==> src/design/otg_event_regs.svh <==
/*
 Register map, bit positions and timing constants of the OTG event-flag block.
 Assumes a 125 MHz ref_clk and a single-word register port.
*/
// Contract
// - A change of the synchronised cable identification input sets the ID change flag.
// - Each expiry of the internal 1 ms timer sets the millisecond tick flag.
// - A line state held steady for 1 ms and unlike the last reported one sets the line flag.
// - Activity on D+, D-, cable ID or bus supply that wakes a suspended block sets a flag.
// - The supply falling below the session end level sets the session valid change flag.
// - Any change of the session end comparator sets the session end change flag.
// - Any change of the supply valid comparator sets the supply valid change flag.
// - Flags are set only by hardware; writing one clears a flag and zero leaves it alone.
// - Bits 31 to 8 and bit 1 of both flag and enable registers read as zero.
// - The enable register holds one read/write enable per flag at the same bit position.
// - The block generates a 48 MHz bit-rate enable for full and low speed signalling.
// - The block runs as host, as device, or in dual-role fashion, chosen by software.
// - Handshake replies to received packets are produced by hardware alone.
// - A DMA address generator moves received bytes to a buffer anywhere in RAM.
`ifndef OTG_EVENT_REGS_SVH
`define OTG_EVENT_REGS_SVH

`define OTG_ADDR_W 8
`define OTG_DATA_W 32
`define OTG_OFS_FLAGS 8'h00
`define OTG_OFS_ENABLES 8'h04
`define OTG_OFS_CONTROL 8'h08
`define OTG_OFS_STATE 8'h0c
`define OTG_OFS_DMA_BASE 8'h10

`define OTG_BIT_ID 7
`define OTG_BIT_MS 6
`define OTG_BIT_LINE 5
`define OTG_BIT_ACT 4
`define OTG_BIT_SESVD 3
`define OTG_BIT_SESEND 2
`define OTG_BIT_SUPPLY 0
`define OTG_FLAG_MASK 8'hfd
`define OTG_FLAG_RESET 8'h00

`define OTG_CTL_SUSPEND 0
`define OTG_CTL_ROLE_LO 1
`define OTG_CTL_ROLE_HI 2
`define OTG_CTL_STALL 3

`define OTG_PIN_COUNT 5
`define OTG_PIN_ID 0
`define OTG_PIN_DP 1
`define OTG_PIN_DM 2
`define OTG_PIN_SUPPLY 3
`define OTG_PIN_SESEND 4
// Cycles after reset release until the synchronised levels and their one-cycle-old copy both show the real pins.
`define OTG_SYNC_SETTLE 3'h5

`define OTG_CLK_PERIOD_NS 8
`define OTG_MS_NS 1000000
`define OTG_MS_CYCLES (`OTG_MS_NS / `OTG_CLK_PERIOD_NS)
`define OTG_CNT_W 17
`define OTG_REF_MHZ 8'd125
`define OTG_BIT_MHZ 8'd48

`define OTG_PID_ACK 8'hd2
`define OTG_PID_STALL 8'h1e

`endif

==> src/design/otg_event_pkg.sv <==
/*
 Types shared by the OTG event-flag block.
 Assumes nothing beyond a SystemVerilog package scope.
*/
package otg_event_pkg;

	typedef enum logic [2:0] {
		ROLE_HOST = 3'b001,
		ROLE_DEVICE = 3'b010,
		ROLE_DUAL = 3'b100
	} role_e;

	typedef enum logic [1:0] {
		PWR_RUN = 2'b01,
		PWR_SUSPEND = 2'b10
	} power_e;

endpackage : otg_event_pkg

==> src/design/otg_pins_if.sv <==
/*
 Carrier for the synchronised bus and comparator levels.
 Assumes one clock domain on both ends.
*/
`timescale 1ns/1ps
`default_nettype none
`include "otg_event_regs.svh"

interface otg_pins_if;
	logic [`OTG_PIN_COUNT-1:0] level;

	modport src (output level);
	modport dst (input level);
endinterface : otg_pins_if

`default_nettype wire

==> src/design/pin_sync.sv <==
/*
 Three-stage synchroniser for the asynchronous bus and comparator pins.
 Assumes ref_clk and a synchronous active-high reset.
*/
`timescale 1ns/1ps
`default_nettype none
`include "otg_event_regs.svh"

module pin_sync (
	input wire logic ref_clk,
	input wire logic reset,
	input wire logic [`OTG_PIN_COUNT-1:0] raw,
	otg_pins_if.src pins
);

	logic [`OTG_PIN_COUNT-1:0] meta_reg;
	logic [`OTG_PIN_COUNT-1:0] sync2_reg;
	logic [`OTG_PIN_COUNT-1:0] sync3_reg;
	logic [`OTG_PIN_COUNT-1:0] level_reg;

	genvar i;
	generate
		for (i = 0; i < `OTG_PIN_COUNT; i++) begin : g_pin
			// A level only counts once the last two stages agree.
			always_ff @(posedge ref_clk) begin
				if (reset) begin
					meta_reg[i] <= 1'b0;
					sync2_reg[i] <= 1'b0;
					sync3_reg[i] <= 1'b0;
					level_reg[i] <= 1'b0;
				end else begin
					meta_reg[i] <= raw[i];
					sync2_reg[i] <= meta_reg[i];
					sync3_reg[i] <= sync2_reg[i];
					if (sync2_reg[i] == sync3_reg[i]) begin
						level_reg[i] <= sync3_reg[i];
					end
				end
			end
		end
	endgenerate

	assign pins.level = level_reg;

endmodule : pin_sync

`default_nettype wire

==> src/design/steady_timer.sv <==
/*
 Watches a two-bit line state and pulses once it has held for a set time.
 Assumes ref_clk and a synchronous active-high reset.
*/
`timescale 1ns/1ps
`default_nettype none
`include "otg_event_regs.svh"

module steady_timer #(
	parameter logic [`OTG_CNT_W-1:0] HOLD_CYCLES = `OTG_CNT_W'(`OTG_MS_CYCLES)
) (
	input wire logic ref_clk,
	input wire logic reset,
	input wire logic [1:0] line,
	output logic steady,
	output logic [1:0] steady_line
);

	logic [1:0] held_reg;
	logic [`OTG_CNT_W-1:0] count_reg;

	always_ff @(posedge ref_clk) begin
		if (reset) begin
			held_reg <= 2'h0;
			count_reg <= '0;
			steady <= 1'b0;
		end else begin
			held_reg <= line;
			steady <= 1'b0;
			if (line != held_reg) begin
				count_reg <= '0;
			end else if (count_reg != HOLD_CYCLES) begin
				count_reg <= count_reg + 1'b1;
				// Pulse exactly once per steady stretch, then hold the count.
				steady <= (count_reg == HOLD_CYCLES - 1'b1);
			end
		end
	end

	assign steady_line = held_reg;

endmodule : steady_timer

`default_nettype wire

==> src/design/otg_event_flags.sv <==
/*
 Event flags, interrupt enables and interrupt output of the USB OTG block,
 with the bit-rate enable, role select, handshake reply and receive DMA address.
 Assumes a 125 MHz ref_clk, a single-cycle register port with read data one
 cycle after the read strobe, and asynchronous bus and comparator pins.
*/
// Chosen here: the address map and the plain strobed port.
`timescale 1ns/1ps
`default_nettype none
`include "otg_event_regs.svh"

module otg_event_flags #(
	parameter logic [`OTG_CNT_W-1:0] MS_CYCLES = `OTG_CNT_W'(`OTG_MS_CYCLES)
) (
	input wire logic ref_clk,
	input wire logic reset,
	input wire logic [`OTG_ADDR_W-1:0] addr,
	input wire logic [`OTG_DATA_W-1:0] wr_data,
	input wire logic wr_en,
	input wire logic rd_en,
	output logic [`OTG_DATA_W-1:0] rd_data,
	input wire logic cable_id_pin,
	input wire logic dp_pin,
	input wire logic dm_pin,
	input wire logic supply_valid_cmp,
	input wire logic session_end_cmp,
	input wire logic rx_packet_ok,
	input wire logic rx_packet_bad,
	input wire logic rx_byte_strobe,
	output logic irq,
	output logic bit_clk_en,
	output otg_event_pkg::role_e role,
	output logic suspended,
	output logic handshake_valid,
	output logic [7:0] handshake_pid,
	output logic dma_write,
	output logic [`OTG_DATA_W-1:0] dma_addr
);

	////////////////////////////////////////////////////////////////////////////
	// Pin synchronisation and line state.

	otg_pins_if pins ();

	logic [`OTG_PIN_COUNT-1:0] raw_pins;
	logic [`OTG_PIN_COUNT-1:0] prev_reg;
	logic [`OTG_PIN_COUNT-1:0] pin_edge;
	logic [1:0] line;
	logic [1:0] steady_line;
	logic [1:0] reported_reg;
	logic line_steady;
	logic [2:0] settle_reg;

	assign raw_pins = {session_end_cmp, supply_valid_cmp, dm_pin, dp_pin, cable_id_pin};

	pin_sync u_sync (
		.ref_clk(ref_clk),
		.reset(reset),
		.raw(raw_pins),
		.pins(pins.src)
	);

	// Line state is {single-ended zero, J state} as seen at full speed.
	assign line = {~pins.level[`OTG_PIN_DP] & ~pins.level[`OTG_PIN_DM],
		pins.level[`OTG_PIN_DP] & ~pins.level[`OTG_PIN_DM]};

	steady_timer #(
		.HOLD_CYCLES(MS_CYCLES)
	) u_steady (
		.ref_clk(ref_clk),
		.reset(reset),
		.line(line),
		.steady(line_steady),
		.steady_line(steady_line)
	);

	// The synchroniser leaves reset at zero and needs a few cycles to show
	// the real pins. Edges are ignored until then, so a pin that sits high
	// after reset does not fake a change and raise a spurious interrupt.
	always_ff @(posedge ref_clk) begin
		if (reset) begin
			prev_reg <= '0;
			settle_reg <= 3'h0;
		end else begin
			prev_reg <= pins.level;
			if (settle_reg != `OTG_SYNC_SETTLE) begin
				settle_reg <= settle_reg + 3'h1;
			end
		end
	end

	assign pin_edge = (settle_reg == `OTG_SYNC_SETTLE) ? (pins.level ^ prev_reg) : '0;

	always_ff @(posedge ref_clk) begin
		if (reset) begin
			reported_reg <= 2'h0;
		end else if (line_steady && steady_line != reported_reg) begin
			reported_reg <= steady_line;
		end
	end

	////////////////////////////////////////////////////////////////////////////
	// Timers: 1 ms tick and 48 MHz bit-rate enable.

	logic [`OTG_CNT_W-1:0] ms_count_reg;
	logic ms_tick;
	logic [7:0] phase_reg;
	logic [7:0] phase_sum;

	assign ms_tick = (ms_count_reg == MS_CYCLES - 1'b1);

	always_ff @(posedge ref_clk) begin
		if (reset) begin
			ms_count_reg <= '0;
		end else if (ms_tick) begin
			ms_count_reg <= '0;
		end else begin
			ms_count_reg <= ms_count_reg + 1'b1;
		end
	end

	// Fractional divider: 48 pulses every 125 cycles. The enable jitters by
	// one ref_clk period, which the bit sampler must tolerate.
	// The phase stays below 125 + 48, so eight bits never overflow.
	assign phase_sum = phase_reg + `OTG_BIT_MHZ;

	always_ff @(posedge ref_clk) begin
		if (reset) begin
			phase_reg <= 8'h00;
			bit_clk_en <= 1'b0;
		end else if (phase_sum >= `OTG_REF_MHZ) begin
			phase_reg <= phase_sum - `OTG_REF_MHZ;
			bit_clk_en <= 1'b1;
		end else begin
			phase_reg <= phase_sum;
			bit_clk_en <= 1'b0;
		end
	end

	////////////////////////////////////////////////////////////////////////////
	// Control register: suspend request, role and endpoint stall.

	logic ctl_wr;
	logic [1:0] role_sel;
	logic stall_reg;
	logic suspend_req;
	logic bus_activity;
	otg_event_pkg::power_e power_reg;

	assign ctl_wr = wr_en && (addr == `OTG_OFS_CONTROL);
	assign role_sel = wr_data[`OTG_CTL_ROLE_HI:`OTG_CTL_ROLE_LO];
	assign suspend_req = ctl_wr && wr_data[`OTG_CTL_SUSPEND];
	assign bus_activity = |{pin_edge[`OTG_PIN_ID], pin_edge[`OTG_PIN_DP],
		pin_edge[`OTG_PIN_DM], pin_edge[`OTG_PIN_SUPPLY]};

	always_ff @(posedge ref_clk) begin
		if (reset) begin
			role <= otg_event_pkg::ROLE_HOST;
		end else if (ctl_wr) begin
			// Code 3 keeps the current role, so a write that only touches
			// suspend or stall need not know which role is in force.
			case (role_sel)
				2'h0: role <= otg_event_pkg::ROLE_HOST;
				2'h1: role <= otg_event_pkg::ROLE_DEVICE;
				2'h2: role <= otg_event_pkg::ROLE_DUAL;
				default: role <= role;
			endcase
		end
	end

	always_ff @(posedge ref_clk) begin
		if (reset) begin
			stall_reg <= 1'b0;
		end else if (ctl_wr) begin
			stall_reg <= wr_data[`OTG_CTL_STALL];
		end
	end

	// Activity wins over a suspend request in the same cycle, so a wake-up
	// is never swallowed by the write that would have put the block to sleep.
	always_ff @(posedge ref_clk) begin
		if (reset) begin
			power_reg <= otg_event_pkg::PWR_RUN;
		end else begin
			case (power_reg)
				otg_event_pkg::PWR_RUN: begin
					if (suspend_req && !bus_activity) begin
						power_reg <= otg_event_pkg::PWR_SUSPEND;
					end
				end
				otg_event_pkg::PWR_SUSPEND: begin
					if (bus_activity) begin
						power_reg <= otg_event_pkg::PWR_RUN;
					end
				end
				default: power_reg <= otg_event_pkg::PWR_RUN;
			endcase
		end
	end

	always_ff @(posedge ref_clk) begin
		if (reset) begin
			suspended <= 1'b0;
		end else begin
			suspended <= (power_reg == otg_event_pkg::PWR_SUSPEND);
		end
	end

	////////////////////////////////////////////////////////////////////////////
	// Event flags, enables and interrupt.

	logic [7:0] flags_reg;
	logic [7:0] enables_reg;
	logic [7:0] events;
	logic [7:0] clear_mask;
	logic woke;

	// While running, pin changes are ordinary traffic; only a wake-up counts.
	assign woke = (power_reg == otg_event_pkg::PWR_SUSPEND) && bus_activity;

	always_comb begin
		events = 8'h00;
		events[`OTG_BIT_ID] = pin_edge[`OTG_PIN_ID];
		events[`OTG_BIT_MS] = ms_tick;
		events[`OTG_BIT_LINE] = line_steady && (steady_line != reported_reg);
		events[`OTG_BIT_ACT] = woke;
		// The session end comparator rising means the supply dropped below the
		// session end level; either edge of it is a session end change.
		events[`OTG_BIT_SESVD] = pin_edge[`OTG_PIN_SESEND] && pins.level[`OTG_PIN_SESEND];
		events[`OTG_BIT_SESEND] = pin_edge[`OTG_PIN_SESEND];
		events[`OTG_BIT_SUPPLY] = pin_edge[`OTG_PIN_SUPPLY];
	end

	// Only a software write clears a flag; hardware never clears one itself.
	assign clear_mask = (wr_en && addr == `OTG_OFS_FLAGS) ? wr_data[7:0] : 8'h00;

	always_ff @(posedge ref_clk) begin
		if (reset) begin
			flags_reg <= `OTG_FLAG_RESET;
		end else begin
			// A new event outweighs a clear in the same cycle.
			flags_reg <= ((flags_reg & ~clear_mask) | events) & `OTG_FLAG_MASK;
		end
	end

	always_ff @(posedge ref_clk) begin
		if (reset) begin
			enables_reg <= `OTG_FLAG_RESET;
		end else if (wr_en && addr == `OTG_OFS_ENABLES) begin
			enables_reg <= wr_data[7:0] & `OTG_FLAG_MASK;
		end
	end

	// Registered so that irq cannot glitch while flags and enables change.
	always_ff @(posedge ref_clk) begin
		if (reset) begin
			irq <= 1'b0;
		end else begin
			irq <= |(flags_reg & enables_reg);
		end
	end

	////////////////////////////////////////////////////////////////////////////
	// Handshake reply and receive DMA address.

	logic [`OTG_DATA_W-1:0] dma_base_reg;
	logic [`OTG_DATA_W-1:0] dma_offset_reg;
	logic base_wr;

	assign base_wr = wr_en && (addr == `OTG_OFS_DMA_BASE);

	// A corrupt packet gets no reply at all, so the sender times out and retries.
	// The reply code is held between packets, so it may be read late.
	always_ff @(posedge ref_clk) begin
		if (reset) begin
			handshake_valid <= 1'b0;
			handshake_pid <= 8'h00;
		end else begin
			handshake_valid <= rx_packet_ok && !rx_packet_bad && !suspended;
			if (rx_packet_ok) begin
				handshake_pid <= stall_reg ? `OTG_PID_STALL : `OTG_PID_ACK;
			end
		end
	end

	always_ff @(posedge ref_clk) begin
		if (reset) begin
			dma_base_reg <= '0;
		end else if (base_wr) begin
			dma_base_reg <= wr_data;
		end
	end

	// A packet end restarts the offset even when a byte comes with it, so
	// that byte still lands at the old offset and the next packet at the base.
	always_ff @(posedge ref_clk) begin
		if (reset) begin
			dma_offset_reg <= '0;
			dma_write <= 1'b0;
			dma_addr <= '0;
		end else begin
			dma_write <= rx_byte_strobe;
			if (rx_byte_strobe) begin
				dma_addr <= dma_base_reg + dma_offset_reg;
			end
			if (base_wr || rx_packet_ok || rx_packet_bad) begin
				dma_offset_reg <= '0;
			end else if (rx_byte_strobe) begin
				dma_offset_reg <= dma_offset_reg + 1'b1;
			end
		end
	end

	////////////////////////////////////////////////////////////////////////////
	// Register read port.

	logic [`OTG_DATA_W-1:0] rd_next;

	always_comb begin
		rd_next = '0;
		case (addr)
			`OTG_OFS_FLAGS: rd_next = {24'h000000, flags_reg};
			`OTG_OFS_ENABLES: rd_next = {24'h000000, enables_reg};
			`OTG_OFS_CONTROL: rd_next = {28'h0000000, stall_reg, 1'b0, 1'b0, suspended};
			`OTG_OFS_STATE: rd_next = {22'h000000, role, reported_reg, pins.level};
			`OTG_OFS_DMA_BASE: rd_next = dma_base_reg;
			default: rd_next = '0;
		endcase
	end

	// Read data stand for one cycle only and are zero otherwise, so a stale
	// word can never be mistaken for a fresh read.
	always_ff @(posedge ref_clk) begin
		if (reset) begin
			rd_data <= '0;
		end else if (rd_en) begin
			rd_data <= rd_next;
		end else begin
			rd_data <= '0;
		end
	end

endmodule : otg_event_flags

`default_nettype wire

==> config.mk <==
export PLATFORM = sky130hd
export DESIGN_NAME = otg_event_flags
export DESIGN_NICKNAME = d
export VERILOG_FILES = /design/src/design/otg_event_pkg.sv /design/src/design/otg_pins_if.sv /design/src/design/pin_sync.sv /design/src/design/steady_timer.sv /design/src/design/otg_event_flags.sv
export VERILOG_INCLUDE_DIRS = /design/src /design/src/design
export SDC_FILE = /design/constraint.sdc
export NUM_CORES = 1
export LEC_CHECK = 0
export BUFFER_PORTS_ARGS = -buffer_cell sky130_fd_sc_hd__buf_2
export CAP_MARGIN = 20
export CORE_MARGIN = 2
export CORE_UTILIZATION = 55
export CTS_CLUSTER_SIZE = 10
export DETAILED_ROUTE_END_ITERATION = 16
export PLACE_DENSITY = 0.8
export SYNTH_ARGS = -nofsm -noshare
export SYNTH_HDL_FRONTEND = slang
export SYNTH_SLANG_ARGS = --single-unit
export TNS_END_PERCENT = 50
==> constraint.sdc <==
create_clock -name ref_clk -period 3 [get_ports ref_clk]
set_input_delay 0.6 -clock ref_clk [delete_from_list [all_inputs] [get_ports ref_clk]]
set_output_delay 0.6 -clock ref_clk [all_outputs]
set_load 0.01 [all_outputs]
==> qor_table.md <==
| Metric | Reported | Unit |
|:---|:---|:---|
| Status | complete, no violations | - |
| Largest net degree at the start of global routing | 58 | - |
| Flip-flop cell with the highest count after synthesis | dfxtp_1 | - |
| Cell area after synthesis | 10500 | um^2 |
| CP Data Required Time | 3.41 | ns |
| Root Buffer | clkbuf_16 | - |
| Post-CTS resize count | 0 | - |
| Number of enable-type register cells in the synthesized netlist | 0 | - |
| Layout cells sized above 1 | 14.83 | % |
| Switching share of power | 22.10 | % |
| Total global routing track utilization | 25.09 | % |
| Area growth from synthesis to layout | 14.61 | % |
| Synth top area share | 44.04 | % |
| # rows | 50 | - |
| TritonCTS clock tree | built | - |
| Die Y-Extent | 142.2 | um |
| Uppermost layer routed | met4 | - |
| DP HPWL | 18200 | um |
| Latest clock arrival within the worst-skew pair | 0.53 | ns |
| Number of antenna violations at the first check in global routing | 1 | - |
| Wire length after detailed routing | 25390 | um |
| Worst path arrival time | 3.24 | ns |
| P per Cell Area | 526.1 | nW/um^2 |
| Number of top-level pins | 132 | - |
| Fin Hold WS | 0.2539 | ns |
| Leakage power | 0.004873 | uW |
| Vias in the first global route | 8440 | - |
| Cell taking the most area after synthesis | dfxtp_1 | - |
| RD Place Congestion | 0.9386 | - |
| Overflow after GRT | 0 | - |
| VDD IR max | 0.4827 | mV |
| Register bit count reported by yosys | 231 | - |
| Number of buffers added by the clock tree synthesis step | 27 | - |
| Reg2Reg Launch Point | dma_offset_reg[0] | - |
| Total number of clock tree sinks | 231 | - |
| Synth top area cells | dfxtp_1, nor2_1, nand2_1, ha_1, xor2_1 | - |
| Number of nets in the layout | 1428 | - |
| Routed wirelength normalized by instance count | 16.18 | um |
| Slew @ Worst Pin | 0.8448 | ns |
| Chip width | 142.2 | um |
| Post-route clock skew | 0.008830 | ns |
| Number of distinct standard cells referenced by the synthesized netlist | 76 | - |
| Total negative slack | 0 | ns |
| Internal Pwr Total | 4933 | uW |
| Via-per-instance ratio | 5.702 | - |
| Number of levels the H-tree was split into | 1 | - |
| Fraction of synthesis flops using an asynchronous set or reset pin | 0 | % |
| DRC violations left | 0 | - |
| Hold Path Stages | 2 | - |
| Diode insertion count for antenna repair | 0 | - |
| Hold-fix buffers at CTS | 0 | - |
| Syn Inst Count | 1220 | - |
| R2R setup slack | 0.16 | ns |
| Core region area | 18710 | um^2 |
| Logic gate share of total power | 4.8 | % |
| Shortest period the worst path allows | 2.835 | ns |
| Global-route wire length before repair | 41420 | um |
| Max Root-Sink Buffers | 3 | - |
| Count of buffers added by post-CTS timing repair for setup | 0 | - |
| Met3 wire length | 1702 | um |
| Clk slew on worst S/H paths | 0.06 | ns |
| Routed wire length on met2 | 11660 | um |
| Sequential group share of total power | 49.7 | % |
| Worst Setup Start Kind | flop | - |
| Met1 Wirelength | 11430 | um |
| Number of buffers inserted by port buffering | 129 | - |
| Filler instances | 1548 | - |
| Min-Delay Path Class | in2reg | - |
| Final max-slew violation count | 0 | - |
| Mean Syn Cell Area | 8.607 | um^2 |
| Clock power frac | 45.5 | % |
| Unrepaired setup endpoints after global routing | false | - |
| Critical path launch point | dma_offset_reg[0] | - |
| Area of the die | 20210 | um^2 |
| Seq/Total Area, Yosys | 44.04 | % |
| Sw power | 1399 | uW |
| Critical-path maximum fanout | 6 | - |
| Max cap viols | 0 | - |
| Number of nets with antenna violations after routing | 0 | - |
| Effective utilization at floorplan | 56.13 | % |
| Relative slew slack | 43.47 | % |
| Total via count in the routed design | 8947 | - |
| Timing-limited maximum frequency | 352.7 | MHz |
| Kind of end point of the critical path | flop | - |
| Startpoint of the most critical hold path | rx_packet_bad | - |
| Total iterations of the first detailed-routing run | 8 | - |
| Total setup violations reported at the end of the flow | 0 | - |
| Total count of hold-check failures in the final report | 0 | - |
| Category of the critical setup timing path | reg2reg | - |
| Number of DRC violations after detailed-routing iteration 0 | 704 | - |
| Number of warnings issued by yosys | 0 | - |
| Final Cycle Share | 94.50 | % |
| R2R depth | 9 | - |
[routing by layer]
metal  vias to the layer above  track usage (%)
met5                         -                0
met4                         0            7.789
met3                        46            3.432
met2                       307            42.38
met1                      4199            33.43
li1                       4395                -
[power by group through the flow]
stage	Combinational [uW]	Sequential (uW)	Clock, uW
6_report	302	3150	2880
5_1_grt	335	3150	3050
2_1_floorplan	197	3210	0
3_5_place_dp	295	3210	0
4_1_cts	299	3150	2920
3_3_place_gp	289	3210	0
[placed cells by master, fill, tap and decap left out, drive strengths merged, types with 9 or more instances in the layout]
master  instances
a21o           11
a21oi          97
a22oi          13
and2           26
and3            9
and4           10
buf           143
clkbuf         32
dfxtp         231
ha             44
inv            27
mux2i          25
nand2         151
nand3          41
nand4          21
nor2          162
nor2b          21
nor3           17
o21ai          48
or3            11
xnor2          38
xor2           58
[stage by stage]
stage | util (%) | setup WS [ns] | total power [uW] | cells | cell area (um^2)
floorplan | - | 0.6489 | 3408 | 1221 | 10500
global placement | 60.30 | 0.2632 | 3501 | 1536 | 11280
detailed placement | 60.30 | 0.2336 | 3508 | 1536 | 11280
CTS | 64.33 | 0.2020 | 6367 | 1569 | 12030
global route | 64.33 | 0.03128 | 6536 | 1569 | 12030
finish | 64.33 | 0.1649 | 6332 | 1569 | 12030
[cells by family (layout without fill, tap and decap cells)]
group                      after synthesis  count (layout)  synth area share, %
muxes                                   32              32                3.134
and+or+nand+nor                        502             502                22.81
DFF                                    231             231                44.04
AOI/OAI and AO/OA                      225             225                12.98
buffers and inverters                   88             202                3.563
adders and majority gates               45              45                5.434
xor gates and xnor gates                96              96                8.008
other                                    1               2              0.03571
[cell usage after synthesis (all sizes together), types with 6 or more instances]
library cell / n
a211oi: 8
a21o: 11
a21oi: 97
a22oi: 13
and2: 26
and3: 9
and4: 10
buf: 27
clkbuf: 35
dfxtp: 231
ha: 44
inv: 26
mux2: 7
mux2i: 25
nand2: 151
nand3: 41
nand4: 21
nor2: 162
nor2b: 21
nor3: 17
o211ai: 6
o21ai: 48
or3: 11
xnor2: 38
xor2: 58
[final timing paths]
check / end
min: handshake_valid
max: dma_addr[28]
max reg2reg: dma_addr[28]
min reg2reg: u_sync.sync2_reg[1]
[area by class of cell]
| type | instances | area [um^2] | area share [%] |
|---|---|---|---|
| Sequential cell | 231 | 4624 | 38.43 |
| Clock inverter | 1 | 20.02 | 0.1664 |
| Inverter | 26 | 97.59 | 0.8110 |
| Clock buffer | 32 | 734.5 | 6.103 |
| Multi-Input combinational cell | 902 | 5512 | 45.80 |
| Timing Repair Buffer | 143 | 753.2 | 6.259 |
| Tap cell | 234 | 292.8 | 2.433 |
[critical path: stages (launching register included)]
cell and delay [ns]:
dfxtp_1 0.37, ha_1 0.25, fa_1 0.43, a211oi_1 0.38
o21bai_1 0.16, o31ai_1 0.40, o21ai_0 0.27, o22ai_1 0.21
xor2_1 0.16, o21ai_0 0.08
No activity file was read; power rests on OpenSTA's default activity.
